$ cat src/core/asc_pkg.sv
`default_nettype none

package asc_pkg;

  // Clock and link timing
  localparam int CLK_NS       = 5;
  localparam int TOSC_NS      = 400;
  localparam int TRI_MIN_TOSC = 6;
  localparam int TRI_MAX_TOSC = 10;
  localparam int TRI_MIN_CYC  = (TRI_MIN_TOSC * TOSC_NS + CLK_NS - 1) / CLK_NS;
  localparam int TRI_MAX_CYC  = (TRI_MAX_TOSC * TOSC_NS) / CLK_NS;
  // Midpoint gives margin against both edges of the window
  localparam int TRI_CYC      = (TRI_MIN_CYC + TRI_MAX_CYC) / 2;
  localparam int CNT_W        = 12;

  // Gaps the host must honour, in master clock or data-ready periods
  localparam int SCLK_MIN_TOSC     = 4;
  localparam int GAP_RW_TOSC       = 50;
  localparam int GAP_CSUM_TOSC     = 200;
  localparam int GAP_CSUM_ALL_TOSC = 1100;
  localparam int GAP_COPY_TOSC     = 220;
  localparam int GAP_COPY_ALL_TOSC = 1600;
  localparam int GAP_CAL_DATA_READY_N      = 7;
  localparam int GAP_FULL_CAL_DATA_READY_N = 14;
  localparam int GAP_RESET_TOSC    = 16;

  // Serial framing
  localparam int BYTE_W  = 8;
  localparam int SYNC_W  = 3;

  typedef enum logic [1:0] {
    ASC_PH_IDLE  = 2'b00,
    ASC_PH_SHIFT = 2'b01,
    ASC_PH_HOLD  = 2'b10
  } asc_phase_t;

  // Three-stage synchronisers, bit 0 is the first flop
  typedef struct packed {
    logic [SYNC_W-1:0] cs_n;
    logic [SYNC_W-1:0] sclk;
    logic [SYNC_W-1:0] din;
    logic [SYNC_W-1:0] clock_polarity_sel;
    logic [SYNC_W-1:0] rst_n;
    logic [SYNC_W-1:0] pdn_n;
    logic [SYNC_W-1:0] csync_n;
  } asc_pins_t;

endpackage : asc_pkg

`default_nettype wire

$ cat src/core/asc_serial_port.sv
// Function
// - Output released 6-10 tosc after edge, or chip-select high.
// - Reset pin low returns everything to initial state.
// - Power-down low holds the serial engine idle; sync, data-ready set and command buffer drain still run.
// - Sync input low restarts conversion timing.
// - Serial port responds only while chip-select low.
// - Calibration done drives data-ready output low.
`timescale 1ns/1ps
`default_nettype none

module asc_serial_port #(
  parameter int DATA_W = asc_pkg::BYTE_W
) (
  // Clock, reset, enable
  input  wire logic              i_ref_clk,
  input  wire logic              i_srst,
  input  wire logic              i_clk_en,
  // Device pins
  input  wire logic              i_cs_n,
  input  wire logic              i_sclk,
  input  wire logic              i_din,
  input  wire logic              i_clock_polarity_sel,
  input  wire logic              i_rst_n,
  input  wire logic              i_power_down_n,
  input  wire logic              i_conv_sync_n,
  output logic                   o_dout,
  output logic                   o_dout_oe,
  output logic                   o_data_ready_n,
  // Core events
  input  wire logic              i_cal_done,
  input  wire logic              i_result_ready,
  input  wire logic [DATA_W-1:0] i_tx_byte,
  output logic                   o_conv_restart,
  output logic                   o_power_down,
  // Received command bytes
  output logic                   o_cmd_valid,
  output logic [DATA_W-1:0]      o_cmd_byte,
  input  wire logic              i_cmd_ready,
  output logic                   o_cmd_overrun
);

  // Reject widths the bit counter cannot serve
  if (DATA_W != 8) begin : g_width_check
    $error("asc_serial_port: DATA_W must be 8");
  end

  typedef struct packed {
    asc_pkg::asc_pins_t          pins;
    logic                        cs_lvl;
    logic                        sclk_lvl;
    logic                        pdn_lvl;
    logic                        csync_lvl;
    asc_pkg::asc_phase_t         phase;
    logic [DATA_W-1:0]           rx_sh;
    logic [2:0]                  bit_cnt;
    logic [DATA_W-1:0]           tx_sh;
    logic                        tx_live;
    logic                        dout;
    logic                        oe;
    logic [asc_pkg::CNT_W-1:0]   idle_cnt;
    logic                        data_ready_n_n;
    logic                        restart;
    logic                        pdown;
    logic                        overrun;
    logic [1:0]                  fv;
    logic [1:0][DATA_W-1:0]      fdat;
  } asc_state_t;

  asc_state_t st_ff;
  asc_state_t nxt_st;

  // Idle levels: active-low pins read high, data-ready deasserted
  function automatic asc_state_t rst_val();
    asc_state_t r;
    r            = '0;
    r.pins.cs_n  = '1;
    r.pins.rst_n = '1;
    r.pins.pdn_n = '1;
    r.pins.csync_n = '1;
    r.cs_lvl     = 1'b1;
    r.pdn_lvl    = 1'b1;
    r.csync_lvl  = 1'b1;
    r.data_ready_n_n     = 1'b1;
    r.phase      = asc_pkg::ASC_PH_IDLE;
    return r;
  endfunction : rst_val

  logic pin_rst;
  logic sclk_chg;
  logic samp_edge;
  logic shift_edge;
  logic csync_fall;
  logic byte_done;

  // Edges count once stages two and three agree
  always_comb begin
    pin_rst    = !st_ff.pins.rst_n[1] && !st_ff.pins.rst_n[2];
    sclk_chg   = (st_ff.pins.sclk[1] == st_ff.pins.sclk[2]) &&
                 (st_ff.pins.sclk[2] != st_ff.sclk_lvl);
    samp_edge  = sclk_chg && (st_ff.pins.sclk[2] ^ st_ff.pins.clock_polarity_sel[2]) && !st_ff.cs_lvl;
    shift_edge = sclk_chg && !(st_ff.pins.sclk[2] ^ st_ff.pins.clock_polarity_sel[2]) && !st_ff.cs_lvl;
    csync_fall = (st_ff.pins.csync_n[1] == st_ff.pins.csync_n[2]) &&
                 !st_ff.pins.csync_n[2] && st_ff.csync_lvl;
    byte_done  = samp_edge && st_ff.pdn_lvl && (st_ff.bit_cnt == 3'h7);
  end

  // Next-state logic for the whole port
  always_comb begin
    nxt_st = st_ff;
    nxt_st.pins.cs_n    = {st_ff.pins.cs_n[1:0], i_cs_n};
    nxt_st.pins.sclk    = {st_ff.pins.sclk[1:0], i_sclk};
    nxt_st.pins.din     = {st_ff.pins.din[1:0], i_din};
    nxt_st.pins.clock_polarity_sel     = {st_ff.pins.clock_polarity_sel[1:0], i_clock_polarity_sel};
    nxt_st.pins.rst_n   = {st_ff.pins.rst_n[1:0], i_rst_n};
    nxt_st.pins.pdn_n   = {st_ff.pins.pdn_n[1:0], i_power_down_n};
    nxt_st.pins.csync_n = {st_ff.pins.csync_n[1:0], i_conv_sync_n};
    nxt_st.restart = 1'b0;
    // Stable levels
    if (st_ff.pins.cs_n[1] == st_ff.pins.cs_n[2]) begin
      nxt_st.cs_lvl = st_ff.pins.cs_n[2];
    end
    if (st_ff.pins.pdn_n[1] == st_ff.pins.pdn_n[2]) begin
      nxt_st.pdn_lvl = st_ff.pins.pdn_n[2];
    end
    if (st_ff.pins.csync_n[1] == st_ff.pins.csync_n[2]) begin
      nxt_st.csync_lvl = st_ff.pins.csync_n[2];
    end
    if (sclk_chg) begin
      nxt_st.sclk_lvl = st_ff.pins.sclk[2];
    end
    if (csync_fall) begin
      nxt_st.restart = 1'b1;
    end
    // Command buffer drain; pop before push frees a slot
    if (i_cmd_ready && st_ff.fv[0]) begin
      nxt_st.fdat[0] = st_ff.fdat[1];
      nxt_st.fv      = {1'b0, st_ff.fv[1]};
    end
    nxt_st.pdown = !st_ff.pdn_lvl;
    if (!st_ff.pdn_lvl) begin
      // Whole serial engine held idle while powered down
      nxt_st.phase   = asc_pkg::ASC_PH_IDLE;
      nxt_st.bit_cnt = '0;
      nxt_st.tx_live = 1'b0;
      nxt_st.oe      = 1'b0;
      nxt_st.dout    = 1'b0;
    end else if (st_ff.cs_lvl) begin
      // Deselected: ignore clock, release output at once
      nxt_st.phase   = asc_pkg::ASC_PH_IDLE;
      nxt_st.bit_cnt = '0;
      nxt_st.tx_live = 1'b0;
      nxt_st.oe      = 1'b0;
    end else begin
      if (samp_edge) begin
        nxt_st.rx_sh   = {st_ff.rx_sh[DATA_W-2:0], st_ff.pins.din[2]};
        nxt_st.bit_cnt = st_ff.bit_cnt + 3'h1;
      end
      if (byte_done) begin
        nxt_st.tx_sh   = i_tx_byte;
        nxt_st.tx_live = 1'b1;
        if (nxt_st.fv[0] == 1'b0) begin
          nxt_st.fdat[0] = {st_ff.rx_sh[DATA_W-2:0], st_ff.pins.din[2]};
          nxt_st.fv[0]   = 1'b1;
        end else if (nxt_st.fv[1] == 1'b0) begin
          nxt_st.fdat[1] = {st_ff.rx_sh[DATA_W-2:0], st_ff.pins.din[2]};
          nxt_st.fv[1]   = 1'b1;
        end else begin
          // The host cannot be stalled, so a full buffer flags the loss
          nxt_st.overrun = 1'b1;
        end
      end
      if (shift_edge && st_ff.tx_live) begin
        nxt_st.oe    = 1'b1;
        nxt_st.dout  = st_ff.tx_sh[DATA_W-1];
        nxt_st.tx_sh = {st_ff.tx_sh[DATA_W-2:0], 1'b0};
      end else if (samp_edge && st_ff.tx_live) begin
        // A long host pause lets the timer release; drive the held bit again
        nxt_st.oe    = 1'b1;
      end
      // Release timer restarts on every serial clock edge
      if (sclk_chg) begin
        nxt_st.phase    = asc_pkg::ASC_PH_HOLD;
        nxt_st.idle_cnt = '0;
      end else begin
        case (st_ff.phase)
          asc_pkg::ASC_PH_HOLD: begin
            nxt_st.idle_cnt = st_ff.idle_cnt + asc_pkg::CNT_W'(1);
            if (st_ff.idle_cnt == asc_pkg::CNT_W'(asc_pkg::TRI_CYC - 1)) begin
              nxt_st.oe    = 1'b0;
              nxt_st.phase = asc_pkg::ASC_PH_IDLE;
            end
          end
          default: begin
            nxt_st.idle_cnt = '0;
          end
        endcase
      end
    end
    // Data-ready: new result or finished calibration wins over clear
    if (i_cal_done || i_result_ready) begin
      nxt_st.data_ready_n_n = 1'b0;
    end else if (samp_edge && st_ff.pdn_lvl) begin
      nxt_st.data_ready_n_n = 1'b1;
    end
    if (pin_rst) begin
      nxt_st = rst_val();
    end
  end

  // State register; enable low freezes everything
  always_ff @(posedge i_ref_clk) begin
    if (i_srst) begin
      st_ff <= rst_val();
    end else if (i_clk_en) begin
      st_ff <= nxt_st;
    end
  end

  // Outputs straight from state flops
  assign o_dout         = st_ff.dout;
  assign o_dout_oe      = st_ff.oe;
  assign o_data_ready_n = st_ff.data_ready_n_n;
  assign o_conv_restart = st_ff.restart;
  assign o_power_down   = st_ff.pdown;
  assign o_cmd_valid    = st_ff.fv[0];
  assign o_cmd_byte     = st_ff.fdat[0];
  assign o_cmd_overrun  = st_ff.overrun;
endmodule : asc_serial_port

`default_nettype wire

$ cat config.mk
export PLATFORM = sky130hd
export DESIGN_NAME = asc_serial_port
export DESIGN_NICKNAME = d
export VERILOG_FILES = /design/src/core/asc_pkg.sv /design/src/core/asc_serial_port.sv
export SDC_FILE = /design/constraint.sdc
export NUM_CORES = 1
export LEC_CHECK = 0
export ABC_CLOCK_PERIOD_IN_PS = 4200
export BUFFER_PORTS_ARGS = -buffer_cell sky130_fd_sc_hd__buf_2
export CAP_MARGIN = 40
export CORE_MARGIN = 1
export CORE_UTILIZATION = 60
export DETAILED_ROUTE_END_ITERATION = 7
export PLACE_DENSITY_LB_ADDON = 0.08
export SETUP_SLACK_MARGIN = 0.5
export SYNTH_ARGS = -nofsm -noshare
export SYNTH_HDL_FRONTEND = slang
export SYNTH_SLANG_ARGS = --single-unit
$ cat constraint.sdc
create_clock -name i_ref_clk -period 4.2 [get_ports i_ref_clk]
set_clock_uncertainty 0.1 [all_clocks]
set_input_delay 0.63 -clock i_ref_clk [delete_from_list [all_inputs] [get_ports i_ref_clk]]
set_output_delay 0.63 -clock i_ref_clk [all_outputs]
set_load 0.01 [all_outputs]
# Word level (Yosys, flattened, before mapping)
# Cells that the tools add are included.
[word_totals] out_inout_bits=15 in_bits=21 ff_bits=82 mem_bits_ro=0 n_memories=0 word_cells=136 latchBits=0 ram_bits=0
[op_classes] div=0 n_bitwise=1 n_lt_le_gt_ge=0 n_mux=46 addsub=2 n_shift=0 n_eq_ne=16 n_reduce_logical=45 multipliers=0
[ops] operator="83-bit 2-to-1 mux" n=1
[ops] operator="8-bit 2-to-1 mux" n=9
[ops] operator="19-bit 2-to-1 mux" n=3
[ops] operator="12-bit 2-to-1 mux" n=4
[ops] operator="2-bit nonzero test" n=9
[ops] operator="1-bit 2-to-1 mux" n=17
[ops] operator="2-bit 2-to-1 mux" n=7
[ops] operator="2-bit AND reduction" n=7
[ops] operator="1-bit logical AND" n=13
[ops] operator="12-bit by 1-bit adder with 12-bit output (second input constant)" n=1
[ops] operator="12-bit by 10-bit == test with 1-bit output (second input constant)" n=1
[ops] operator="6-bit AND reduction" n=2
[ops] operator="11-bit 2-to-1 mux" n=1
[ops] operator="5-bit by 1-bit != test with 1-bit output (second input constant)" n=2
[ops] operator="3-bit 2-to-1 mux" n=3
[ops] operator="9-bit 2-to-1 mux" n=1
[ops] operator="3-bit AND reduction" n=3
[ops] operator="4-bit by 1-bit != test with 1-bit output (second input constant)" n=2
[ops] operator="4-bit AND reduction" n=2
[ops] operator="1-bit zero test" n=6
[ops] operator="3-bit nonzero test" n=2
[ops] operator="1-bit == test" n=4
[ops] operator="3-bit by 1-bit adder with 3-bit output (second input constant)" n=1
[ops] operator="3-bit == test (second input constant)" n=1
[ops] operator="other kinds (8)" n=8

# Logic depth before layout (Yosys ltp)
[logic_depth] depth_word=13 depth_mapped=7 mapped_depth_nobuf=6

# Worst setup path after synthesis
# Ideal clock, no wire load.
[synth_path] path_kind="register to register" from="register st_ff[45] (netlist bit)" to="register st_ff[37] (netlist bit)" required_time_ps=4029 arrival_time_ps=1693 path_buffers=0 slack_ps=2336 setup_ps=71 period_less_slack_ps=1864 path_stages_with_launch=7 path_cell_list="dfxtp_1 > ha_1 > ha_1 > nand3b_1 > a21oi_2 > o41ai_2 > o2bb2ai_1"
[synth_between] elab_chain_len=4
[synth_lines] item="from (decl)" line="asc_serial_port.sv:69" source="asc_state_t st_ff;"
[synth_lines] item="from (signal assigned)" line="asc_serial_port.sv:213" source="st_ff <= rst_val();"
[synth_lines] item="from (signal assigned)" line="asc_serial_port.sv:215" source="st_ff <= nxt_st;"
[synth_lines] item="3-bit == test" line="asc_serial_port.sv:104" source="byte_done = samp_edge && st_ff.pdn_lvl && (st_ff.bit_cnt == 3'h7);"
[synth_lines] item="1-bit logical AND" line="asc_serial_port.sv:104"
[synth_lines] item="3-bit nonzero test (no source line)"
[synth_lines] item="4-bit AND reduction (no source line)"
# No other way between the ends.
# A chain may end at the register's enable or synchronous reset.

# Final worst setup path
[layout_path] from="register st_ff[78] (netlist bit)" to="register st_ff[12] (netlist bit)"
[layout_between] elab_chain_len=8
[layout_lines] item="1-bit == test" line="asc_serial_port.sv:98" source="sclk_chg = (st_ff.pins.sclk[1] == st_ff.pins.sclk[2]) &&"
[layout_lines] item="1-bit logical AND" line="asc_serial_port.sv:98"
[layout_lines] item="1-bit logical AND (2 in series)" line="asc_serial_port.sv:100" source="samp_edge = sclk_chg && (st_ff.pins.sclk[2] ^ st_ff.pins.clock_polarity_sel[2]) && !st_ff.cs_lvl;"
[layout_lines] item="1-bit logical AND (2 in series)" line="asc_serial_port.sv:104"
[layout_lines] item="2-bit nonzero test (no source line)"
[layout_lines] item="6-bit AND reduction (no source line)"
# No other way between the ends.

==> summary.txt <==
Status
  • Status: complete, no violations

Yosys
  • Post-Syn Area: ~3800 sq um
  • Commonest cells in the netlist: dfxtp_1, nand2_1, nor2_1, a21oi_1, o21ai_0
  • FFs w/ async S/R, synth: 0%
  • Top_reg_cell synth: dfxtp_1
  • Seq/Total Area, Yosys: a little over two fifths
  • Warnings, synthesis: 0
  • Synthesized instance count: between 400 and 500
  • Most frequent cell after synthesis: dfxtp_1
  • EDFF count, synth: 0
  • Syn avg cell area: approximately 8.6 sq um
  • Top cell type by total area after synthesis: dfxtp_1
  • Synth cell types: 50
  • Top cell type's share of synthesized area: 42.9%
  • Syn nets: 465
  • Synthesized flop and latch total: about 80
  • Largest cells by area after synthesis: dfxtp_1, mux2i_1, nand2_1

CTS
  • Clk buf depth: 2
  • TritonCTS clock tree: done
  • Post_cts resized: 0
  • Clock transition at path regs: ~0.08 ns
  • Setup bufs post-CTS: 0
  • Clk sink count: slightly above 80
  • Number of H-tree levels: 3
  • Worst skew pair latency: 0.35 ns
  • Hold buffer count at CTS: 0
  • Cts bufs inserted: 9
  • CTS root buffer: clkbuf_8

GRT
  • All-Layer GR Usage: between 20% and 30%
  • Total grt overflow: 0
  • Initial antenna violation count: 0
  • First-pass GRT wire length: 13.5 mm
  • Pin count of the biggest net entering global routing: 39
  • Vias in the first global route: 2797

Routing
  • Router iterations before antenna repair: 4
  • Final antenna-violating net count: 0
  • Vias per std cell: 6.09
  • Wirelength, routed: approximately 8.2 mm
  • Vias: ~3200
  • DR WL/cell: 15.4 microns
  • Drt drc: 0
  • Initial drt markers: ~240

Timing
  • Final worst slack: approximately 1.9 ns
  • Sum of negative setup slack: 0 ns
  • RSZ-0062 raised after global routing: no
  • Slew @ Worst Pin: between 0.8 and 0.9 ns
  • Max-slew violations: 0
  • Highest clock rate: between 0.4 and 0.5 GHz
  • Slew HR: a little over two fifths
  • WHS: between 0.3 and 0.4 ns
  • Min cycle time layout: about 2.3 ns
  • Final Cycle Share: a little over half
  • Fin. Hold Viols: 0
  • Setup-failing EPs final: 0

Setup path
  • Critical Path Fanout Max: 16
  • Critical path class: reg -> reg
  • Crit path cell chain: nand4bb_1 > a2111oi_4 > nand4_1 > a31oi_1
  • CP bufs+invs: 0
  • Arr. time, crit path: around 2.4 ns
  • Critical Path RT: about 4.4 ns
  • Critical Path Start: st_ff[78]
  • Critical path's largest stage delay: between 0.8 and 0.9 ns
  • Slowest CP cell: a2111oi_4
  • Setup crit start kind: register
  • CP delay by family, top: compound AO/OA/AOI/OAI gates
  • Reg2Reg Launch Point: st_ff[78]
  • CP Capture Type: register

Min path
  • Hold Crit Start: st_ff[75]
  • Worst min-delay path category: reg -> reg

Placement
  • Dpl ws: between 1.5 and 2 ns
  • Placement-stage cell area: slightly below 4000 sq um
  • I/O Buffers: 35
  • Post-DP HPWL: 5.36 mm
  • GPL Wtd Cong: 0.806

Cells and area
  • Antenna diodes: 0
  • Storage cell area: between 1500 and 2000 sq um
  • Number of fill cells: between 400 and 500
  • Area Growth Syn to Fin: 7.94%
  • Layout cells sized above 1: between 10 and 15%
  • Finished Cell Area: approximately 4100 sq um
  • Fin nets: 479
  • Multi-input logic area: ~1900 sq um

Power and ir drop
  • Tot Pwr: 0.00141 W
  • Leakage: approximately 1.6 nW
  • Worst vdd ir: between 200 and 300 uV
  • Power per Cell Area: 346 nW/um^2

Die
  • Total core area: roughly 6000 sq um
  • Initial Utilization: 63.1%
  • Die extent in y: about 81 microns
  • IO Count: 36
  • Die area: about 6600 sq um
  • Cell row count: 28
  • DIE WIDTH: between 80 and 90 microns

Flow run
  • Number of max-cap violations: 0
## cell type report
cell class | count | area share [%]
multi-input combinational | 316 | 47.5
sequential | 81 | 39.7
timing repair buffer | 39 | 5.03
clock buffer | 12 | 3.80
tap | 75 | 2.30
clock inverter | 3 | 0.981
inverter | 7 | 0.644
## kinds of logic after synthesis
kind of cell / after synthesis / synth area share (%)
flops: 81 / 42.9
xor+xnor: 5 / 1.16
simple gates: 169 / 22.0
mux: 32 / 8.74
compound gates: 106 / 18.0
fa+ha+maj: 4 / 1.32
buf+inv: 43 / 5.83
## metal layers
layer  wire (microns)  vias to the layer above  global-route usage, %
met1             3820                     1536                   36.5
li1                 -                     1607                      -
met3              515                       11                   6.74
met2             3780                       91                   41.1
met4              116                        0                   9.46
met5                0                        -                      0
## worst register-to-register path, stage by stage (launching register included)
cell and delay [ns]:
dfxtp_1 0.52, nand4bb_1 0.36, a2111oi_4 0.83, nand4_1 0.18
a31oi_1 0.19
## sequential cells by signal, indices dropped and copies added (netlist names)
signal and flops:
o_conv_restart 1, o_cmd_byte 8, o_dout_oe 1, o_cmd_valid 1
o_dout 1, o_data_ready_n 1, o_cmd_overrun 1, o_power_down 1
st_ff 66
## layout by cell type, fill, tap and decap left out, types with 9 or more instances in the layout
master / count
nand4_1: 15
mux2i_1: 24
or3_1: 9
a31oi_1: 11
nand3_1: 16
nor3_1: 15
nor2_1: 34
nand3b_1: 10
o21ai_0: 31
clkbuf_8: 11
buf_2: 35
a21oi_1: 32
dfxtp_1: 81
nand2_1: 56
## stage by stage
stage / std cells / utilization [%]
global route: 533 / 68.1
CTS: 533 / 68.1
detailed placement: 518 / 64.8
finish: 533 / 68.1
global placement: 518 / 64.8
floorplan: 440 / -
## power breakdown
group | leakage [nW] | switching (W) | total, W | internal (W)
Clock | 0.102 | 0.000267 | 0.000569 | 0.000302
Sequential | 0.655 | 0.00000615 | 0.000781 | 0.000775
Combinational | 0.873 | 0.0000432 | 0.0000637 | 0.0000205
## path summary, 6_finish.rpt
kind | endpoint | slack, ns | depth (start not counted)
setup reg to reg | st_ff[12] | 1.95 | 4
setup / recovery | st_ff[12] | 1.95 | 4
hold / removal | st_ff[75] | 0.37 | 2
hold reg to reg | st_ff[75] | 0.37 | 2
No activity file was read; power rests on OpenSTA's default activity.
